$ cat src/rtl/itr_defines.svh
// Purpose: Constants of the two-wire target register port
// Assumes: Included by bare name from the register file, the target port and the bench
// Notes: Offsets are register offsets on the serial link
//
// Overview of operation
// Both sides drive lines open-drain only
// Idle bus: nobody pulls either line low
// Controller makes clock, address, start, stop
// Target only, 100k, 400k and 1M rates
// Standard and fast share one protocol
// Seven-bit address only, no general call
// Default own address is 0x5E
// Data falling while clock high is start
// Controller sends seven address bits, direction
// Data changes only while clock low
// Matching address: hold data low ninth clock
// Direction 0 writes, 1 reads
// Eight data bits then receiver acknowledge
// Stop releases bus, await new start
// Reads use repeated start, not stop-start
// Oscillator enabled once interface is accessible
// Load defaults from OTP before responding
// Rail enable and voltage select steer outputs
// Controller leaves reserved offsets untouched
// Write: address, offset, data, each acknowledged
// Read returns byte at written offset
`ifndef ITR_DEFINES_SVH
`define ITR_DEFINES_SVH
`define ITR_OWN_ADDR 7'h5e
`define ITR_BIT_LAST 3'h7
`define ITR_BIT_FIRST 3'h0
`define ITR_OFF_RAIL_EN 8'ha0
`define ITR_OFF_VSEL 8'h94
`define ITR_PTR_RST 8'h00
`define ITR_VSEL_W 7
`define ITR_CLK_NS 4
`define ITR_FMP_PERIOD_NS 1000
`define ITR_FMP_PERIOD_CYC (`ITR_FMP_PERIOD_NS / `ITR_CLK_NS)
`endif

$ cat src/rtl/itr_pkg.sv
// Purpose: Types of the two-wire target register port
// Assumes: Nothing
// Notes: States are Gray coded along the usual path
package itr_pkg;
    typedef enum logic [2:0] {
        ITR_IDLE = 3'h0,
        ITR_ADDR = 3'h1,
        ITR_ADDR_ACK = 3'h3,
        ITR_WR_BYTE = 3'h2,
        ITR_WR_ACK = 3'h6,
        ITR_RD_BYTE = 3'h7,
        ITR_RD_ACK = 3'h5
    } itr_state_e;
endpackage

$ cat src/rtl/itr_sync.sv
// Purpose: Three-flop synchroniser with agreement filter
// Assumes: Inputs are asynchronous to clk
// Notes: Output moves only when second and third flops agree
`timescale 1ns/1ps
module itr_sync #(
    parameter int W = 2
) (
    input wire logic clk,
    input wire logic rst,
    input wire logic [W-1:0] d,
    output logic [W-1:0] q
);
    logic [W-1:0] s1_ff;
    logic [W-1:0] s2_ff;
    logic [W-1:0] s3_ff;
    logic [W-1:0] q_ff;

    genvar i;
    generate
        for (i = 0; i < W; i++) begin : g_bit
            always_ff @(posedge clk) begin
                if (rst) begin
                    s1_ff[i] <= 1'h1;
                    s2_ff[i] <= 1'h1;
                    s3_ff[i] <= 1'h1;
                    q_ff[i] <= 1'h1;
                end else begin
                    s1_ff[i] <= d[i];
                    s2_ff[i] <= s1_ff[i];
                    s3_ff[i] <= s2_ff[i];
                    if (s2_ff[i] == s3_ff[i]) begin
                        q_ff[i] <= s3_ff[i];
                    end
                end
            end
        end
    endgenerate

    assign q = q_ff;
endmodule

$ cat src/rtl/itr_regfile.sv
// Purpose: Register array loaded from OTP after reset
// Assumes: OTP data is valid in the cycle its address is shown
// Notes: Serial writes are blocked until the load walk ends
`timescale 1ns/1ps
`include "itr_defines.svh"
module itr_regfile #(
    parameter int AW = 8
) (
    input wire logic clk,
    input wire logic rst,
    output logic [AW-1:0] otp_addr,
    input wire logic [7:0] otp_data,
    output logic ready,
    input wire logic wr_en,
    input wire logic [AW-1:0] wr_addr,
    input wire logic [7:0] wr_data,
    input wire logic [AW-1:0] rd_addr,
    output logic [7:0] rd_data,
    output logic [7:0] rail_en,
    output logic [`ITR_VSEL_W-1:0] vsel_code
);
    logic [7:0] mem [0:(1<<AW)-1];
    logic [AW-1:0] load_cnt_ff;
    logic ready_ff;

    always_ff @(posedge clk) begin
        if (rst) begin
            load_cnt_ff <= '0;
            ready_ff <= 1'h0;
        end else if (!ready_ff) begin
            load_cnt_ff <= load_cnt_ff + AW'(1);
            if (&load_cnt_ff) begin
                ready_ff <= 1'h1;
            end
        end
    end

    always_ff @(posedge clk) begin
        if (!ready_ff) begin
            mem[load_cnt_ff] <= otp_data;
        end else if (wr_en) begin
            mem[wr_addr] <= wr_data;
        end
    end

    assign otp_addr = load_cnt_ff;
    assign ready = ready_ff;
    assign rd_data = mem[rd_addr];
    assign rail_en = mem[`ITR_OFF_RAIL_EN];
    assign vsel_code = mem[`ITR_OFF_VSEL][`ITR_VSEL_W-1:0];
endmodule

$ cat src/rtl/itr_target_port.sv
// Purpose: Two-wire serial target giving access to device registers
// Assumes: SCL and SDA come from pins; CLK far faster than SCL
// Notes: Offset pointer auto-increments after each data byte
//        The falling SCL that closes a start is not counted as a data bit
`timescale 1ns/1ps
`include "itr_defines.svh"
module itr_target_port #(
    parameter logic [6:0] OWN_ADDR = `ITR_OWN_ADDR
) (
    input wire logic CLK,
    input wire logic SYS_RST,
    input wire logic SCL_IN,
    input wire logic SDA_IN,
    output logic SDA_OUT,
    output logic SDA_OE,
    output logic [7:0] OTP_ADDR,
    input wire logic [7:0] OTP_DATA,
    output logic OSC_EN,
    output logic [7:0] RAIL_EN,
    output logic [`ITR_VSEL_W-1:0] VSEL_CODE,
    output logic ACTIVE
);
    itr_pkg::itr_state_e state_ff;
    logic [1:0] pins_s;
    logic scl_s;
    logic sda_s;
    logic scl_d_ff;
    logic sda_d_ff;
    logic scl_rise;
    logic scl_fall;
    logic start_ev;
    logic stop_ev;
    logic [2:0] bit_cnt_ff;
    logic [7:0] shift_ff;
    logic [7:0] tx_ff;
    logic rw_ff;
    logic first_ff;
    logic acked_ff;
    logic [7:0] ptr_ff;
    logic sda_oe_ff;
    logic ready;
    logic [7:0] rd_data;
    logic wr_en;
    logic [7:0] rx_byte;
    logic addr_ok;
    logic byte_end;
    logic armed_ff;

    function automatic logic addr_match(input logic [7:0] b, input logic [6:0] own);
        addr_match = (b[7:1] == own);
    endfunction

    function automatic logic is_data_state(input itr_pkg::itr_state_e s);
        is_data_state = (s == itr_pkg::ITR_ADDR) || (s == itr_pkg::ITR_WR_BYTE) || (s == itr_pkg::ITR_RD_BYTE);
    endfunction

    itr_sync #(.W(2)) u_sync (
        .clk(CLK),
        .rst(SYS_RST),
        .d({SCL_IN, SDA_IN}),
        .q(pins_s)
    );

    itr_regfile #(.AW(8)) u_regs (
        .clk(CLK),
        .rst(SYS_RST),
        .otp_addr(OTP_ADDR),
        .otp_data(OTP_DATA),
        .ready(ready),
        .wr_en(wr_en),
        .wr_addr(ptr_ff),
        .wr_data(rx_byte),
        .rd_addr(ptr_ff),
        .rd_data(rd_data),
        .rail_en(RAIL_EN),
        .vsel_code(VSEL_CODE)
    );

    assign scl_s = pins_s[1];
    assign sda_s = pins_s[0];

    // Edge detection on filtered lines; one protocol for every rate
    always_ff @(posedge CLK) begin
        if (SYS_RST) begin
            scl_d_ff <= 1'h1;
            sda_d_ff <= 1'h1;
        end else begin
            scl_d_ff <= scl_s;
            sda_d_ff <= sda_s;
        end
    end

    assign scl_rise = scl_s && !scl_d_ff;
    assign scl_fall = !scl_s && scl_d_ff;
    assign start_ev = ready && scl_s && scl_d_ff && !sda_s && sda_d_ff;
    assign stop_ev = scl_s && scl_d_ff && sda_s && !sda_d_ff;
    assign byte_end = scl_fall && (bit_cnt_ff == `ITR_BIT_LAST);
    assign rx_byte = shift_ff;
    assign addr_ok = addr_match(shift_ff, OWN_ADDR);
    assign wr_en = (state_ff == itr_pkg::ITR_WR_BYTE) && byte_end && !first_ff;

    // Bit falls count only after a rise, so the fall closing a start is skipped
    always_ff @(posedge CLK) begin
        if (SYS_RST) begin
            armed_ff <= 1'h0;
        end else if (start_ev || stop_ev) begin
            armed_ff <= 1'h0;
        end else if (scl_rise) begin
            armed_ff <= 1'h1;
        end
    end

    // Transfer sequencing
    always_ff @(posedge CLK) begin
        if (SYS_RST) begin
            state_ff <= itr_pkg::ITR_IDLE;
        end else if (stop_ev) begin
            state_ff <= itr_pkg::ITR_IDLE;
        end else if (start_ev) begin
            state_ff <= itr_pkg::ITR_ADDR;
        end else if (scl_fall) begin
            unique case (state_ff)
                itr_pkg::ITR_IDLE: begin
                    state_ff <= itr_pkg::ITR_IDLE;
                end
                itr_pkg::ITR_ADDR: begin
                    if (bit_cnt_ff == `ITR_BIT_LAST) begin
                        state_ff <= addr_ok ? itr_pkg::ITR_ADDR_ACK : itr_pkg::ITR_IDLE;
                    end
                end
                itr_pkg::ITR_ADDR_ACK: begin
                    state_ff <= rw_ff ? itr_pkg::ITR_RD_BYTE : itr_pkg::ITR_WR_BYTE;
                end
                itr_pkg::ITR_WR_BYTE: begin
                    if (bit_cnt_ff == `ITR_BIT_LAST) begin
                        state_ff <= itr_pkg::ITR_WR_ACK;
                    end
                end
                itr_pkg::ITR_WR_ACK: begin
                    state_ff <= itr_pkg::ITR_WR_BYTE;
                end
                itr_pkg::ITR_RD_BYTE: begin
                    if (bit_cnt_ff == `ITR_BIT_LAST) begin
                        state_ff <= itr_pkg::ITR_RD_ACK;
                    end
                end
                itr_pkg::ITR_RD_ACK: begin
                    state_ff <= acked_ff ? itr_pkg::ITR_RD_BYTE : itr_pkg::ITR_IDLE;
                end
                default: begin
                    state_ff <= itr_pkg::ITR_IDLE;
                end
            endcase
        end
    end

    // Bit counter stepped on falling clock, receive shifter sampled on rising clock
    always_ff @(posedge CLK) begin
        if (SYS_RST) begin
            bit_cnt_ff <= `ITR_BIT_FIRST;
            shift_ff <= 8'h00;
        end else if (start_ev || stop_ev) begin
            bit_cnt_ff <= `ITR_BIT_FIRST;
        end else begin
            if (scl_rise) begin
                shift_ff <= {shift_ff[6:0], sda_s};
            end
            if (scl_fall && armed_ff && is_data_state(state_ff)) begin
                bit_cnt_ff <= bit_cnt_ff + 3'h1;
            end
        end
    end

    // Direction, first-byte flag and controller acknowledge
    always_ff @(posedge CLK) begin
        if (SYS_RST) begin
            rw_ff <= 1'h0;
            first_ff <= 1'h0;
            acked_ff <= 1'h0;
        end else begin
            if (state_ff == itr_pkg::ITR_ADDR && byte_end) begin
                rw_ff <= shift_ff[0];
                first_ff <= 1'h1;
            end else if (state_ff == itr_pkg::ITR_WR_BYTE && byte_end) begin
                first_ff <= 1'h0;
            end
            if (state_ff == itr_pkg::ITR_RD_ACK && scl_rise) begin
                acked_ff <= !sda_s;
            end
        end
    end

    // Offset pointer survives a repeated start
    always_ff @(posedge CLK) begin
        if (SYS_RST) begin
            ptr_ff <= `ITR_PTR_RST;
        end else if (state_ff == itr_pkg::ITR_WR_BYTE && byte_end) begin
            ptr_ff <= first_ff ? shift_ff : ptr_ff + 8'h01;
        end else if (state_ff == itr_pkg::ITR_RD_BYTE && byte_end) begin
            ptr_ff <= ptr_ff + 8'h01;
        end
    end

    // Open-drain data drive, updated after a falling clock and cleared by start, stop or load
    always_ff @(posedge CLK) begin
        if (SYS_RST) begin
            sda_oe_ff <= 1'h0;
            tx_ff <= 8'h00;
        end else if (stop_ev || start_ev || !ready) begin
            sda_oe_ff <= 1'h0;
        end else if (scl_fall) begin
            unique case (state_ff)
                itr_pkg::ITR_ADDR: begin
                    sda_oe_ff <= (bit_cnt_ff == `ITR_BIT_LAST) && addr_ok;
                end
                itr_pkg::ITR_WR_BYTE: begin
                    sda_oe_ff <= (bit_cnt_ff == `ITR_BIT_LAST);
                end
                itr_pkg::ITR_ADDR_ACK, itr_pkg::ITR_RD_ACK: begin
                    if ((state_ff == itr_pkg::ITR_ADDR_ACK && rw_ff)
                            || (state_ff == itr_pkg::ITR_RD_ACK && acked_ff)) begin
                        tx_ff <= {rd_data[6:0], 1'h0};
                        sda_oe_ff <= !rd_data[7];
                    end else begin
                        sda_oe_ff <= 1'h0;
                    end
                end
                itr_pkg::ITR_RD_BYTE: begin
                    tx_ff <= {tx_ff[6:0], 1'h0};
                    sda_oe_ff <= (bit_cnt_ff != `ITR_BIT_LAST) && !tx_ff[7];
                end
                default: begin
                    sda_oe_ff <= 1'h0;
                end
            endcase
        end
    end

    assign SDA_OUT = 1'h0;
    assign SDA_OE = sda_oe_ff;
    assign OSC_EN = ready;
    assign ACTIVE = |RAIL_EN;
endmodule

$ cat config.mk
export PLATFORM = sky130hd
export DESIGN_NAME = itr_target_port
export DESIGN_NICKNAME = d
export VERILOG_FILES = /design/src/rtl/itr_pkg.sv /design/src/rtl/itr_sync.sv /design/src/rtl/itr_regfile.sv /design/src/rtl/itr_target_port.sv
export VERILOG_INCLUDE_DIRS = /design/src /design/src/rtl
export SDC_FILE = /design/constraint.sdc
export NUM_CORES = 2
export LEC_CHECK = 0
export ABC_AREA = 1
export BUFFER_PORTS_ARGS = -buffer_cell sky130_fd_sc_hd__buf_4
export CORE_ASPECT_RATIO = 1.25
export CORE_UTILIZATION = 40
export DETAILED_ROUTE_END_ITERATION = 8
export SYNTH_ARGS = -nofsm -noshare
export SYNTH_HDL_FRONTEND = slang
export SYNTH_SLANG_ARGS = --single-unit
export TNS_END_PERCENT = 1
$ cat constraint.sdc
create_clock -name CLK -period 29.4 [get_ports CLK]
set_clock_uncertainty 0.15 [all_clocks]
set_input_delay 2.94 -clock CLK [delete_from_list [all_inputs] [get_ports CLK]]
set_output_delay 2.94 -clock CLK [all_outputs]
set_load 0.005 [all_outputs]
==> reports/qor.csv <==
metric,value,unit
Post-synth EDFFs,2048,
"Cell Area, Synth",85200,um2
DRT Pass-1 Iters,6,
first-pass GRT wire length,344000,um
num ports,39,
initial antenna violation count,2,
FF-to-FF End,SDA_OE,
Leakage,31.5,nW
storage element area,62700,um2
unrepaired setup endpoints after global routing,no,
status,finished clean,
Nets,7104,
most frequent cells in the layout,"edfxtp_1, nand2_1, nand3_1",
"commonest non-fill, non-tap cell in the layout",edfxtp_1,
"Warnings, synthesis",0,
Sink Count,2109,
routed wire length,233000,um
Worst Path Max Fanout,137,
#FFs+latches synth,2109,
largest net degree at the start of global routing,197,
Worst Path Required,29960,ps
final worst-path cycle share,18.6,%
Post-CTS Hold Fix Bufs,0,
CP Capture Type,register,
Longest Clk Path Bufs,3,
worst hold path depth,1,
Worst-Skew Late Latency,830,ps
average via count per standard cell,5.58,
Post-CTS Resized,0,
Post-CTS Setup Inserts,0,
Slew headroom,17.6,%
Netlist cell types,39,
Core Area,212000,um2
"Async S/R FF share, synth",0,%
Syn Inst Count,7265,
Area growth syn-to-layout,10.3,%
routed vias,55869,
CTS root buf,clkbuf_16,
GRT Total Usage,21.1,%
Power Dens Cells,62.2,nW/um2
Routed Antenna Nets,0,
Startpoint Class,register,
Core Rows,189,
Synth Net Count,7281,
Worst Hold End,u_sync.s2_ff[1],
Pins Over Slew Limit,0,
CP Class,register to register,
top_reg_cell synth,edfxtp_1,
sequential element share of the synthesized area,73.6,%
"Worst Setup Slack, final",23930,ps
Worst VDD drop,0.0000467,V
# setup viols final,0,
Initial Utilization,40.2,%
flop2flop setup slack,23930,ps
HP Start,u_sync.s1_ff[1],
WP data arrival,6030,ps
Worst-path clk slew,60,ps
Die Wd,415,um
Max-Cap Viols,0,
final hold vios,0,
GPL Wtd Cong,0.858,
Cells after DPL,9668,
CTS tree,yes,
area of the multi-input gates,20200,um2
die height,518,um
Iteration-0 DRC Markers,6185,
Total Neg Setup Slack,0,ps
fmax,0.183,GHz
GRT overflow,0,
Fillers,19232,
Routed WL per cell,23.3,um
vias in the first global route,53372,
pre-CTS setup slack,23630,ps
"non-filler cells, final",10007,
IO Port Bufs,37,
layout cells sized above 1,6.11,%
syn_area_per_cell,11.7,um2
Synth area leader,edfxtp_1,
actual slew at the worst max-slew pin,1230,ps
share of Yosys cell area claimed by the top area cell type,72.1,%
Die Area,215000,um2
Detailed Place HPWL,130000,um
cts bufs inserted,187,
R2R depth,17,
Hold WC Path Type,register to register,
CTS H-tree lvls,4,
Tmin final,5470,ps
drt drc,0,
Synth area leaders,"edfxtp_1, nand3_1, nand2_1",
==> synth_stat cells (all sizes together) (2+ instances only) <==
cell,count
nor4,6
nand4,3
or2,8
nor2,537
nand3b,2
o31ai,2
nor3,11
buf,139
edfxtp,2048
clkbuf,357
inv,117
ha,4
nand3,1689
nand2,1805
a211oi,3
o21ai,280
dfxtp,61
o22ai,102
a21oi,81
==> worst max-delay path by stage <==
stage               slack (ps)     startpoint                 end
global route             23680       register              SDA_OE
CTS                      24030       register              SDA_OE
floorplan                15750  bit_cnt_ff[0]    u_regs.mem[0][0]
finish                   23930       register              SDA_OE
global placement         23710    OTP_DATA[2]  u_regs.mem[160][2]
detailed placement       23630    OTP_DATA[2]  u_regs.mem[188][2]
==> logic make-up (layout without fill, tap and decap cells) <==
logic type,Yosys count,count (layout),share of synthesized area [%]
compound gates,473,473,3.00
xor+xnor,2,2,0.0206
fa+ha+maj,4,4,0.0587
buf+inv,614,585,2.83
flops,2109,2109,73.6
other cells,1,3,0.00440
simple gates,4062,4062,20.5
==> power by group <==
group | switching, mW | internal (mW)
Sequential | 0.00149 | 3.30
Combinational | 0.0771 | 0.0102
Clock | 1.08 | 1.38
==> sequential cells by signal (all words and copies together) (netlist names), named ones only <==
register and count:
SDA_OE 1, armed_ff 1, u_sync.s1_ff 2, u_regs.mem 2048, ptr_ff 8, acked_ff 1
sda_d_ff 1, scl_d_ff 1, state_ff 3, bit_cnt_ff 3, first_ff 1, u_sync.s2_ff 2
u_sync.q 2, rw_ff 1, u_regs.ready 1, u_sync.s3_ff 2, u_regs.otp_addr 8, rx_byte 8
tx_ff 7
==> layer usage <==
layer | up-vias | track usage (%) | wire (um)
li1 | 25485 | - | -
met1 | 27643 | 27.9 | 94200
met2 | 2313 | 34.3 | 111000
met3 | 428 | 3.64 | 17200
met5 | - | 0 | 0
met4 | 0 | 8.61 | 9720
==> area by class of cell <==
| type | count | area share (%) |
|---|---|---|
| tap | 2769 | 3.69 |
| sequential | 2109 | 66.7 |
| multi-input combinational | 4542 | 21.5 |
| inverter | 118 | 0.498 |
| clock buffer | 239 | 5.41 |
| timing repair buffer | 130 | 1.16 |
| antenna | 2 | 0.00532 |
| clock inverter | 98 | 1.00 |
==> stage by stage <==
stage / area [um2] / total power [mW] / hold WS (ps) / utilization (%)
floorplan: 85200 / 3.43 / 239 / -
finish: 94000 / 5.84 / 259 / 44.4
detailed placement: 88000 / 3.45 / 253 / 41.5
global route: 94000 / 5.96 / 292 / 44.4
global placement: 88000 / 3.45 / 258 / 41.5
CTS: 94000 / 5.87 / 270 / 44.4
==> critical path, cell delays in order (launching register included) <==
cell     delay (ps)
dfxtp_4         540
inv_8           630
buf_4           800
buf_4           720
buf_4           580
nand2_1          90
nand3_1          90
nand3_1         110
nand3_1         130
nand3_1         170
nand2_1         160
nand2_1         130
nand3_1         140
nand3_1         260
nand3_1         200
nand2_1          80
nand2_1          60
a21oi_1          50
Power figures use the tool's default switching activity.
